File: src/common/asmi_pkg.sv
// Package with constants and carrier types for the converter serial interface
`default_nettype none
package asmi_pkg;
    localparam int RESULT_BITS = 16;
    localparam int CFG_BITS = 2;
    localparam int CLOCK_MHZ = 125;
    localparam int CONVERSION_TIME_NS = 3200;
    localparam int CONVERSION_CYCLES = (CONVERSION_TIME_NS * CLOCK_MHZ + 999) / 1000;
    localparam int FIFO_DEPTH = 4;
    localparam logic [1:0] CFG_RESET = 2'h2;
    localparam int CFG_SGL_POS = 1;
    localparam int CFG_POL_POS = 0;

    typedef enum logic [1:0] {
        ASMI_SAMPLE = 2'b00,
        ASMI_CONVERT = 2'b01,
        ASMI_SLEEP = 2'b10
    } asmi_state_t;

    // Multiplexer routing: which input feeds each side of the converter
    typedef struct packed {
        logic pos_is_one;
        logic neg_is_ground;
        logic neg_is_one;
    } asmi_mux_t;

    // Conversion request with its routing and sampled inputs
    typedef struct packed {
        asmi_mux_t mux;
        logic [RESULT_BITS-1:0] pos_level;
        logic [RESULT_BITS-1:0] neg_level;
    } asmi_sample_t;
endpackage
`default_nettype wire

File: src/asmi_fifo.sv
// Small flip-flop FIFO with valid and ready on both sides
`default_nettype none
module asmi_fifo #(
    parameter int WIDTH = 16,
    parameter int DEPTH = 4
) (
    input wire logic i_clock,
    input wire logic i_sys_rst,
    input wire logic i_in_valid,
    output logic o_in_ready,
    input wire logic [WIDTH-1:0] i_in_data,
    output logic o_out_valid,
    input wire logic i_out_ready,
    output logic [WIDTH-1:0] o_out_data
);
    localparam int AW = $clog2(DEPTH);
    logic [WIDTH-1:0] mem [DEPTH];
    logic [AW-1:0] wr_ptr;
    logic [AW-1:0] rd_ptr;
    logic [AW:0] count;
    logic push;
    logic pop;

    assign o_in_ready = count != (AW+1)'(DEPTH);
    assign o_out_valid = count != '0;
    assign o_out_data = mem[rd_ptr];
    assign push = i_in_valid && o_in_ready;
    assign pop = o_out_valid && i_out_ready;

    always_ff @(posedge i_clock) begin
        if (push) begin
            mem[wr_ptr] <= i_in_data;
        end
    end

    always_ff @(posedge i_clock) begin
        if (i_sys_rst) begin
            wr_ptr <= '0;
            rd_ptr <= '0;
            count <= '0;
        end else begin
            if (push) begin
                wr_ptr <= (wr_ptr == AW'(DEPTH - 1)) ? '0 : wr_ptr + 1'b1;
            end
            if (pop) begin
                rd_ptr <= (rd_ptr == AW'(DEPTH - 1)) ? '0 : rd_ptr + 1'b1;
            end
            count <= count + (AW+1)'(push) - (AW+1)'(pop);
        end
    end
endmodule
`default_nettype wire

File: src/asmi_core.sv
// Control and serial interface of a two-channel converter
// What this block does
// - A rising convert strobe starts a conversion cycle.
// - Conversion ends after conversion time; strobe still high then means sleep.
// - After strobe falls, two config bits are sampled on rising shift clock.
// - Further serial input bits are ignored until the next conversion.
// - Output bits change on falling shift edge; inputs sampled on rising edge.
// - Config input and result output share the same shift pulses, full duplex.
// - Extra shift pulses after the result give zeros on the output.
// - Captured config applies to the next conversion, not the current result.
// - Decode: single-ended picks channel against ground; differential picks pair order.
// - Single-ended mode converts the chosen channel relative to ground.
// - Equal inputs give zero code; difference of full span gives full scale.
// - Output driven while strobe low, disabled while strobe high.
// - Falling strobe, or conversion end with strobe already low, enters sample mode until the next rising edge.
`default_nettype none
module asmi_core #(
    parameter int RESULT_BITS = asmi_pkg::RESULT_BITS,
    parameter int CONVERSION_CYCLES = asmi_pkg::CONVERSION_CYCLES,
    parameter int FIFO_DEPTH = asmi_pkg::FIFO_DEPTH
) (
    input wire logic i_clock,
    input wire logic i_sys_rst,
    input wire logic i_convert_strobe,
    input wire logic i_shift_clock,
    input wire logic i_config_serial_in,
    input wire logic [RESULT_BITS-1:0] i_analog_channel_zero,
    input wire logic [RESULT_BITS-1:0] i_analog_channel_one,
    output logic o_result_serial_out,
    output logic o_result_serial_oe,
    output logic o_sleep,
    output logic o_sampling,
    output logic [1:0] o_mux_config
);
    localparam int CW = $clog2(CONVERSION_CYCLES + 1);
    localparam int BW = $clog2(RESULT_BITS + 1);

    logic [2:0] convert_strobe_sync;
    logic [2:0] sck_sync;
    logic [1:0] cfg_in_sync;
    logic convert_strobe_rise;
    logic convert_strobe_fall;
    logic sck_rise;
    logic sck_fall;
    logic convert_strobe_level;
    asmi_pkg::asmi_state_t state;
    logic [CW-1:0] convert_strobe_count;
    logic [1:0] cfg_shift;
    logic [1:0] cfg_count;
    logic [1:0] mux_config;
    logic [1:0] active_config;
    logic [RESULT_BITS-1:0] out_shift;
    logic [BW-1:0] out_count;
    logic out_loaded;
    asmi_pkg::asmi_sample_t sample;
    logic [RESULT_BITS-1:0] next_code;
    logic fifo_in_ready;
    logic fifo_out_valid;
    logic [RESULT_BITS-1:0] fifo_out_data;
    logic fifo_pop;

    // Decode of a two-bit config into multiplexer routing
    function automatic asmi_pkg::asmi_mux_t decode_mux(input logic [1:0] cfg);
        asmi_pkg::asmi_mux_t m;
        m.pos_is_one = cfg[asmi_pkg::CFG_POL_POS];
        m.neg_is_ground = cfg[asmi_pkg::CFG_SGL_POS];
        m.neg_is_one = !cfg[asmi_pkg::CFG_SGL_POS] && !cfg[asmi_pkg::CFG_POL_POS];
        return m;
    endfunction

    // Two-stage synchronisers, third stage for edge finding
    always_ff @(posedge i_clock) begin
        if (i_sys_rst) begin
            convert_strobe_sync <= 3'h0;
            sck_sync <= 3'h0;
            cfg_in_sync <= 2'h0;
        end else begin
            convert_strobe_sync <= {convert_strobe_sync[1:0], i_convert_strobe};
            sck_sync <= {sck_sync[1:0], i_shift_clock};
            cfg_in_sync <= {cfg_in_sync[0], i_config_serial_in};
        end
    end

    assign convert_strobe_level = convert_strobe_sync[1];
    assign convert_strobe_rise = convert_strobe_sync[1] && !convert_strobe_sync[2];
    assign convert_strobe_fall = !convert_strobe_sync[1] && convert_strobe_sync[2];
    assign sck_rise = sck_sync[1] && !sck_sync[2];
    assign sck_fall = !sck_sync[1] && sck_sync[2];

    // Conversion state and timer
    always_ff @(posedge i_clock) begin
        if (i_sys_rst) begin
            state <= asmi_pkg::ASMI_SAMPLE;
            convert_strobe_count <= '0;
        end else begin
            case (state)
                asmi_pkg::ASMI_SAMPLE: begin
                    if (convert_strobe_rise) begin
                        state <= asmi_pkg::ASMI_CONVERT;
                        convert_strobe_count <= CW'(CONVERSION_CYCLES);
                    end
                end
                asmi_pkg::ASMI_CONVERT: begin
                    if (convert_strobe_count > CW'(1)) begin
                        convert_strobe_count <= convert_strobe_count - 1'b1;
                    end else if (convert_strobe_level) begin
                        state <= asmi_pkg::ASMI_SLEEP;
                    end else begin
                        state <= asmi_pkg::ASMI_SAMPLE;
                    end
                end
                asmi_pkg::ASMI_SLEEP: begin
                    if (!convert_strobe_level) begin
                        state <= asmi_pkg::ASMI_SAMPLE;
                    end
                end
                default: begin
                    state <= asmi_pkg::ASMI_SAMPLE;
                end
            endcase
        end
    end

    // Inputs held for conversion are the latest sampled levels at the start
    always_ff @(posedge i_clock) begin
        if (i_sys_rst) begin
            sample <= '0;
            active_config <= asmi_pkg::CFG_RESET;
        end else if (state == asmi_pkg::ASMI_SAMPLE && convert_strobe_rise) begin
            sample.mux <= decode_mux(mux_config);
            sample.pos_level <= mux_config[asmi_pkg::CFG_POL_POS] ? i_analog_channel_one : i_analog_channel_zero;
            sample.neg_level <= mux_config[asmi_pkg::CFG_SGL_POS] ? '0 :
                (mux_config[asmi_pkg::CFG_POL_POS] ? i_analog_channel_zero : i_analog_channel_one);
            active_config <= mux_config;
        end
    end

    // Unipolar code: difference, clamped at zero
    always_comb begin
        if (sample.pos_level > sample.neg_level) begin
            next_code = sample.pos_level - sample.neg_level;
        end else begin
            next_code = '0;
        end
    end

    // Result enters the buffer when the conversion ends
    asmi_fifo #(
        .WIDTH(RESULT_BITS),
        .DEPTH(FIFO_DEPTH)
    ) u_fifo (
        .i_clock(i_clock),
        .i_sys_rst(i_sys_rst),
        .i_in_valid(state == asmi_pkg::ASMI_CONVERT && convert_strobe_count <= CW'(1)),
        .o_in_ready(fifo_in_ready),
        .i_in_data(next_code),
        .o_out_valid(fifo_out_valid),
        .i_out_ready(fifo_pop),
        .o_out_data(fifo_out_data)
    );

    assign fifo_pop = convert_strobe_fall && fifo_out_valid;

    // Config word capture on rising shift edges after the strobe falls
    always_ff @(posedge i_clock) begin
        if (i_sys_rst) begin
            cfg_shift <= 2'h0;
            cfg_count <= 2'h0;
            mux_config <= asmi_pkg::CFG_RESET;
        end else if (convert_strobe_level) begin
            cfg_count <= 2'h0;
        end else if (sck_rise && cfg_count < 2'h2) begin
            cfg_shift <= {cfg_shift[0], cfg_in_sync[1]};
            cfg_count <= cfg_count + 1'b1;
            if (cfg_count == 2'h1) begin
                mux_config <= {cfg_shift[0], cfg_in_sync[1]};
            end
        end
    end

    // Result shift-out: first bit at strobe fall, next bits on falling shift edges
    always_ff @(posedge i_clock) begin
        if (i_sys_rst) begin
            out_shift <= '0;
            out_count <= '0;
            out_loaded <= 1'b0;
        end else if (convert_strobe_level) begin
            out_loaded <= 1'b0;
            out_count <= '0;
        end else if (convert_strobe_fall) begin
            out_shift <= fifo_out_valid ? fifo_out_data : '0;
            out_count <= BW'(RESULT_BITS);
            out_loaded <= 1'b1;
        end else if (sck_fall && out_loaded) begin
            out_shift <= {out_shift[RESULT_BITS-2:0], 1'b0};
            if (out_count != '0) begin
                out_count <= out_count - 1'b1;
            end
        end
    end

    always_ff @(posedge i_clock) begin
        if (i_sys_rst) begin
            o_result_serial_out <= 1'b0;
            o_result_serial_oe <= 1'b0;
            o_sleep <= 1'b0;
            o_sampling <= 1'b1;
            o_mux_config <= asmi_pkg::CFG_RESET;
        end else begin
            o_result_serial_out <= out_shift[RESULT_BITS-1] && out_count != '0;
            o_result_serial_oe <= !convert_strobe_level;
            o_sleep <= state == asmi_pkg::ASMI_SLEEP;
            o_sampling <= state == asmi_pkg::ASMI_SAMPLE;
            o_mux_config <= active_config;
        end
    end
endmodule
`default_nettype wire

File: config.mk
export PLATFORM = sky130hd
export DESIGN_NAME = asmi_core
export DESIGN_NICKNAME = d
export VERILOG_FILES = /design/src/common/asmi_pkg.sv /design/src/asmi_fifo.sv /design/src/asmi_core.sv
export SDC_FILE = /design/constraint.sdc
export NUM_CORES = 1
export LEC_CHECK = 0
export BUFFER_PORTS_ARGS = -buffer_cell sky130_fd_sc_hd__clkbuf_2
export CELL_PAD_IN_SITES_DETAIL_PLACEMENT = 1
export CELL_PAD_IN_SITES_GLOBAL_PLACEMENT = 1
export CORE_UTILIZATION = 49
export DETAILED_ROUTE_END_ITERATION = 16
export PLACE_DENSITY = 0.76
export SLEW_MARGIN = 20
export SYNTH_ARGS = -nofsm -noshare
export SYNTH_HDL_FRONTEND = slang
export SYNTH_SLANG_ARGS = --single-unit
export TNS_END_PERCENT = 50
File: constraint.sdc
create_clock -name i_clock -period 2.95 [get_ports i_clock]
set_input_delay 0 -clock i_clock [delete_from_list [all_inputs] [get_ports i_clock]]
set_output_delay 0 -clock i_clock [all_outputs]
set_load 0.05 [all_outputs]
==> results.py, run 1 <==
metrics = {
    "detailed_routing": {
        "vias": 5128,
        "drt_wl_total_um": 17200,
        "drcViolationCount": 0,
        "drt_iter0_drc": 202,
        "postRouteAntennaNets": 0,
        "drt_first_pass_iters": 4,
        "drt-vias-per-instance": 5.59,
        "wl_per_cell_um": 18.8,
    },
    "critical_path": {
        "cp_common_cell": "inv_1",
        "critical-path-top-delay-family": "compound AO/OA/AOI/OAI gates",
        "worst-setup-path-type": "register to register",
        "startpoint_type": "register",
        "slowest_stage": "a2111oi_0",
        "r2r-end": "u_fifo.mem[3][11]",
        "worstPathRequired_ps": 3150,
        "startpoint": "sample[6]",
        "path_buf_inv": 2,
        "ff2ff_path_depth": 8,
        "critPathMaxFanout": 6,
        "max_stage_delay_ps": 500,
        "rrSetupSlack_ps": 290,
        "crit_chain": "inv_1 > ha_1 > a2111oi_0 > inv_1 > o21ai_0 > a21oi_1 > o21a_1 > nor3_1",
        "cp.depth": 8,
        "r2r_start": "sample[6]",
        "setup.worst_path.end": "u_fifo.mem[3][11]",
        "crit_path_end_kind": "register",
        "cp_data_arrival_time_ps": 2860,
    },
    "sta": {
        "fin_crit_ps": 2660,
        "drv_slew": 0,
        "post-route-period-util": 0.902,
        "holdWs_ps": 160,
        "setup_viol": 0,
        "timing.fmax_mhz": 376,
        "setup_ws_ps": 290,
        "final-hold-violation-count": 0,
        "finalSetupTns_ps": 0,
        "max_slew.worst_pin.slew_ps": 1080,
        "finClkSkew_ps": 11.4,
        "rsz0062_at_grt": "false",
        "slew_headroom": 0.280,
    },
    "synth": {
        "syn-num-nets": 699,
        "synth_seq_area_share": 0.533,
        "avgSynthCellArea_um2": 11.3,
        "synth_area_um2": 7170,
        "synth-seq-cells": 159,
        "async_reset_ff_frac": 0,
        "synth_top_flop_cell": "dfxtp_1",
        "syn_inst": 632,
        "synth_edf_count": 64,
        "ys_warn_count": 0,
        "yosys.cell_types.count": 56,
    },
    "clock_network": {
        "post_cts_buffers": 0,
        "clkSinkCount": 159,
        "numCtsBuffers": 17,
        "cts_root_buf": "clkbuf_16",
        "clkTransAtPathRegs_ps": 70,
        "tritoncts": "done",
        "cts-htree-levels": 4,
        "insertion_delay_ps": 430,
        "clk_path_buf_depth": 2,
    },
    "placement": {
        "dp_hpwl_um": 10700,
        "globalplace.congestion": 0.836,
        "place_area_um2": 7550,
        "dp_worst_setup_slack_ps": 356,
        "portBuffers": 42,
    },
    "grt": {
        "grt_pass1_wl_um": 28400,
        "antenna_found_initial": 0,
        "grt_pass1_vias": 5545,
        "grt_max_degree": 39,
        "grt.total_usage": 0.252,
        "overflow": 0,
    },
    "floorplanning": {
        "core_um2": 14100,
        "ioPinCount": 43,
        "die_h_um": 123,
        "rows": 43,
        "die_w_um": 123,
        "die_area_um2": 15100,
        "start_util": 0.509,
    },
    "run": {
        "max-cap-violations": 0,
    },
    "final_layout": {
        "syn2layout_area_growth_pct": 20.7,
        "multi_input_area_um2": 3070,
        "drive_gt1_frac": 0.165,
        "seqCellArea_um2": 3820,
        "fillers": 1474,
        "fin_util": 0.614,
        "insertedDiodeCount": 0,
        "final_nets": 792,
        "design_area_um2": 8660,
    },
    "pwr": {
        "p_leak_nw": 3.10,
        "peakVddDrop_v": 0.000465,
        "p_per_area_nw_per_um2": 610,
    },
    "hold_path": {
        "worst_hold_path_type": "primary input to register",
    },
    "status": {
        "outcome": "completed",
    },
}
==> Yosys cell counts, types with 3 or more instances <==
cell / n / share of area
dfxtp_1: 95 / 0.27
nor2_1: 77 / 0.040
edfxtp_1: 64 / 0.27
inv_1: 37 / 0.019
mux2i_1: 37 / 0.052
nand2_1: 29 / 0.015
ha_1: 28 / 0.049
a211oi_1: 26 / 0.027
a21oi_1: 23 / 0.016
xnor2_1: 17 / 0.021
mux4_2: 16 / 0.050
nor3_1: 16 / 0.011
o21ai_0: 16 / 0.011
clkbuf_1: 15 / 0.0079
nor2b_1: 12 / 0.010
buf_2: 11 / 0.0077
a22oi_1: 10 / 0.010
o22ai_2: 9 / 0.016
and2_1: 7 / 0.0061
o22ai_1: 7 / 0.0061
xor2_1: 7 / 0.0085
nor4_1: 6 / 0.0052
o21a_1: 6 / 0.0063
a21o_1: 4 / 0.0042
mux2_2: 4 / 0.0063
nand2b_1: 4 / 0.0035
nand4_1: 4 / 0.0035
o21bai_1: 4 / 0.0042
a21boi_0: 3 / 0.0031
and3_1: 3 / 0.0026
nand3_1: 3 / 0.0021
or3_1: 3 / 0.0026
==> placed cells by master (no fill, tap or decap), drive strengths merged, types with 17 or more instances in the layout <==
master and count:
dfxtp 95, nor2 78, edfxtp 64, clkbuf 60, dlygate4sd3 51, inv 38, mux2i 37, nand2 29
ha 28, a211oi 26, a21oi 23, xnor2 17
==> power by group <==
part / internal (W) / switching (W)
Sequential: 0.00239 / 0.0000374
Combinational: 0.000271 / 0.000378
Clock: 0.00133 / 0.000875
Total: 0.00399 / 0.00129
==> worst min-delay path by stage <==
| stage | start | end | slack [ps] | cells after the start |
|---|---|---|---|---|
| after floorplan | i_config_serial_in | cfg_in_sync[0] | 130 | 1 |
| after global placement | i_convert_strobe | convert_strobe_sync[0] | 210 | 2 |
| after detailed placement | i_shift_clock | sck_sync[0] | 220 | 2 |
| after CTS | i_sys_rst | out_shift[11] | 160 | 2 |
| after global routing | i_sys_rst | out_shift[11] | 210 | 2 |
| final | i_sys_rst | out_shift[11] | 160 | 2 |
==> stage by stage <==
| step | power, W | cells |
|---|---|---|
| final | 0.00528 | 918 |
| after global routing | 0.00549 | 918 |
| after CTS | 0.00532 | 918 |
| after detailed placement | 0.00306 | 835 |
| after global placement | 0.00302 | 835 |
| after floorplan | 0.00289 | 632 |
==> routing by layer <==
layer  vias up  wire length, um  global-route usage
met2        88             8910               0.447
met4         0              304              0.0806
met1      2540             7610               0.300
li1       2478                -                   -
met5         -                0                   0
met3        22              428              0.0600
==> layout make-up <==
cell class / count / share of cell area
timing repair buffer: 104 / 0.0928
clock inverter: 14 / 0.0194
sequential: 159 / 0.442
tap: 180 / 0.0260
clock buffer: 18 / 0.0496
inverter: 37 / 0.0160
multi-input combinational: 406 / 0.354
==> cell families after synthesis <==
group                      Yosys count  share of synthesized area
AOI/OAI and AO/OA                  121                      0.121
xor gates and xnor gates            24                     0.0293
and+or+nand+nor                    174                      0.114
muxes                               57                      0.108
adders and majority gates           30                     0.0544
buffers and inverters               67                     0.0396
DFF                                159                      0.533
==> sequential cells by signal (all words and copies together) (netlist names), 3 cells and up, named ones only <==
| name | cells |
|---|---|
| u_fifo.mem | 64 |
| sample | 32 |
| out_shift | 16 |
| convert_strobe_count | 9 |
| out_count | 5 |
| convert_strobe_sync | 3 |
| sck_sync | 3 |
| u_fifo.count | 3 |
==> what timing repair did <==
| item | in CTS | in global routing |
|---|---|---|
| hold buffers | 51 | 0 |
| resized for setup | 0 | 0 |
| hold endpoints to repair | 35 | 0 |
Note: power is estimated with default switching activity, not from simulation.
==> run 2, diff against run 1 <==
- REMOVE_ABC_BUFFERS: not set -> 1
==> run 2 against run 1 <==
- largest power group unchanged
- utilization barely moved
- clock power about the same
- hold slack worse by 78 ps
- global-route usage is 0.62 points lower
- clock-buffer cell count rose by 4
- sequential power hardly changed
==> results.py, run 2 (synthesized netlist as in run 1, its figures left out) <==
metrics = {
    "detailed_routing": {
        "drt_first_pass_iters": 4,
        "drt_iter0_drc": 242,
        "drt_wl_total_um": 16900,
        "postRouteAntennaNets": 0,
        "drt-vias-per-instance": 5.57,
        "vias": 5111,
        "wl_per_cell_um": 18.4,
        "drcViolationCount": 0,
    },
    "hold_path": {
        "min_path_cells": 3,
        "worst_hold_path_type": "primary input to register",
        "min-delay-start": "i_analog_channel_one[6]",
        "hold_end": "sample[22]",
    },
    "final_layout": {
        "final_nets": 792,
        "multi_input_area_um2": 3070,
        "seqCellArea_um2": 3820,
        "drive_gt1_frac": 0.165,
        "insertedDiodeCount": 0,
        "final_common_cell": "dfxtp_1",
        "final_cell_mix": "dfxtp_1, nor2_1, edfxtp_1",
        "syn2layout_area_growth_pct": 20.7,
        "fin_util": 0.614,
        "largest-register": "u_fifo.mem",
        "fillers": 1469,
        "largestRegisters": "u_fifo.mem x64, sample x32, out_shift x16",
        "largest_register_ffs": 64,
    },
    "critical_path": {
        "r2r-end": "u_fifo.count[2]",
        "ff2ff_path_depth": 9,
        "r2r_start": "convert_strobe_count[2]",
        "cp_data_arrival_time_ps": 2930,
        "critPathMaxFanout": 7,
        "crit_path_end_kind": "register",
        "startpoint_type": "register",
        "worstPathRequired_ps": 3240,
        "worst-setup-path-type": "register to register",
        "rrSetupSlack_ps": 310,
    },
    "sta": {
        "drv_slew": 0,
        "max_slew.worst_pin.slew_ps": 877,
        "timing.fmax_mhz": 379,
        "rsz0062_at_grt": "false",
        "post-route-period-util": 0.894,
        "finClkSkew_ps": 8.59,
        "finalSetupTns_ps": 0,
        "holdWs_ps": 82.0,
        "slew_headroom": 0.415,
        "setup_viol": 0,
        "fin_crit_ps": 2640,
        "final-hold-violation-count": 0,
    },
    "grt": {
        "met2_usage": 0.439,
        "overflow": 0,
        "antenna_found_initial": 0,
        "gr-usage-met3": 0.0535,
        "use_met1": 0.288,
        "grt_max_degree": 48,
        "top_usage_layer": "met2",
        "grt_pass1_vias": 5584,
        "grt.total_usage": 0.245,
        "grt_pass1_wl_um": 27800,
    },
    "clock_network": {
        "cts_root_buf": "clkbuf_16",
        "numCtsBuffers": 17,
        "clkTransAtPathRegs_ps": 60,
        "post_cts_buffers": 0,
        "insertion_delay_ps": 430,
        "clk_path_buf_depth": 2,
        "cts-htree-levels": 4,
        "tritoncts": "done",
        "clkSinkCount": 159,
    },
    "floorplanning": {
        "die_area_um2": 15100,
        "rows": 43,
        "ioPinCount": 43,
        "die_h_um": 123,
        "die_w_um": 123,
        "start_util": 0.509,
        "core_um2": 14100,
    },
    "pwr": {
        "clkPwrFrac": 0.417,
        "p_per_area_nw_per_um2": 610,
        "p_int_w": 0.00400,
        "seqPwrFrac": 0.460,
        "p_sw_w": 0.00127,
        "combPwrFrac": 0.122,
        "swShare": 0.241,
        "peakVddDrop_v": 0.000490,
        "p_leak_nw": 3.12,
    },
    "placement": {
        "portBuffers": 42,
        "globalplace.congestion": 0.812,
        "dp_hpwl_um": 10600,
    },
    "status": {
        "outcome": "completed",
    },
    "run": {
        "max-cap-violations": 0,
    },
}
==> run 2: power groups by stage <==
stage	registers [W]	logic, W	clock network [W]
after CTS	0.00243	0.000639	0.00225
after global routing	0.00243	0.000718	0.00231
after detailed placement	0.00247	0.000581	0
after floorplan	0.00247	0.000394	0
final	0.00243	0.000646	0.00220
after global placement	0.00247	0.000550	0
==> run 2: repair_timing <==
| action | 4_1_cts | 5_1_grt |
|---|---|---|
| gates resized for setup | 0 | 1 |
| hold buffers | 50 | 0 |
| setup endpoints to repair | 0 | 4 |
| hold endpoints to repair | 35 | 0 |
==> run 2: cell type report <==
class,instances,share of cell area
Clock buffer,22,0.0562
Clock inverter,10,0.0124
Inverter,37,0.0160
Multi-Input combinational cell,406,0.355
Sequential cell,159,0.442
Tap cell,180,0.0260
Timing Repair Buffer,104,0.0925
==> run 2: worst max-delay path by stage <==
stage                                        from                end  depth (start not counted)
after floorplan            convert_strobe_sync[2]         sample[16]                          4
after global placement    convert_strobe_count[2]    u_fifo.count[2]                          9
after detailed placement  convert_strobe_count[2]    u_fifo.count[2]                          9
after CTS                 convert_strobe_count[2]    u_fifo.count[2]                          9
after global routing                    sample[6]  u_fifo.mem[3][11]                          8
final                     convert_strobe_count[2]    u_fifo.count[2]                          9
==> run 2: stage by stage <==
| step | cells | setup slack (ps) | total power, W | instance area (um2) |
|---|---|---|---|---|
| 2_1_floorplan | 602 | 380 | 0.00286 | 7030 |
| 3_3_place_gp | 836 | 538 | 0.00302 | 7560 |
| 3_5_place_dp | 836 | 352 | 0.00306 | 7560 |
| 4_1_cts | 918 | 323 | 0.00531 | 8650 |
| 5_1_grt | 918 | 163 | 0.00547 | 8650 |
| 6_report | 918 | 313 | 0.00528 | 8650 |
==> run 2: worst max-delay path, stage by stage (launching register included) <==
cell and delay [ps]:
dfxtp_1 350, nor4_1 420, and4_1 330, and3_1 340, ha_1 200, inv_1 50
fa_1 380, xor2_1 210, xnor2_1 150, nor2_1 60
==> run 2: per-layer routing <==
layer  wire length, um  vias up
li1                  -     2474
met1              7260     2501
met2              8790       98
met3               506       38
met4               322        0
met5                 0        -
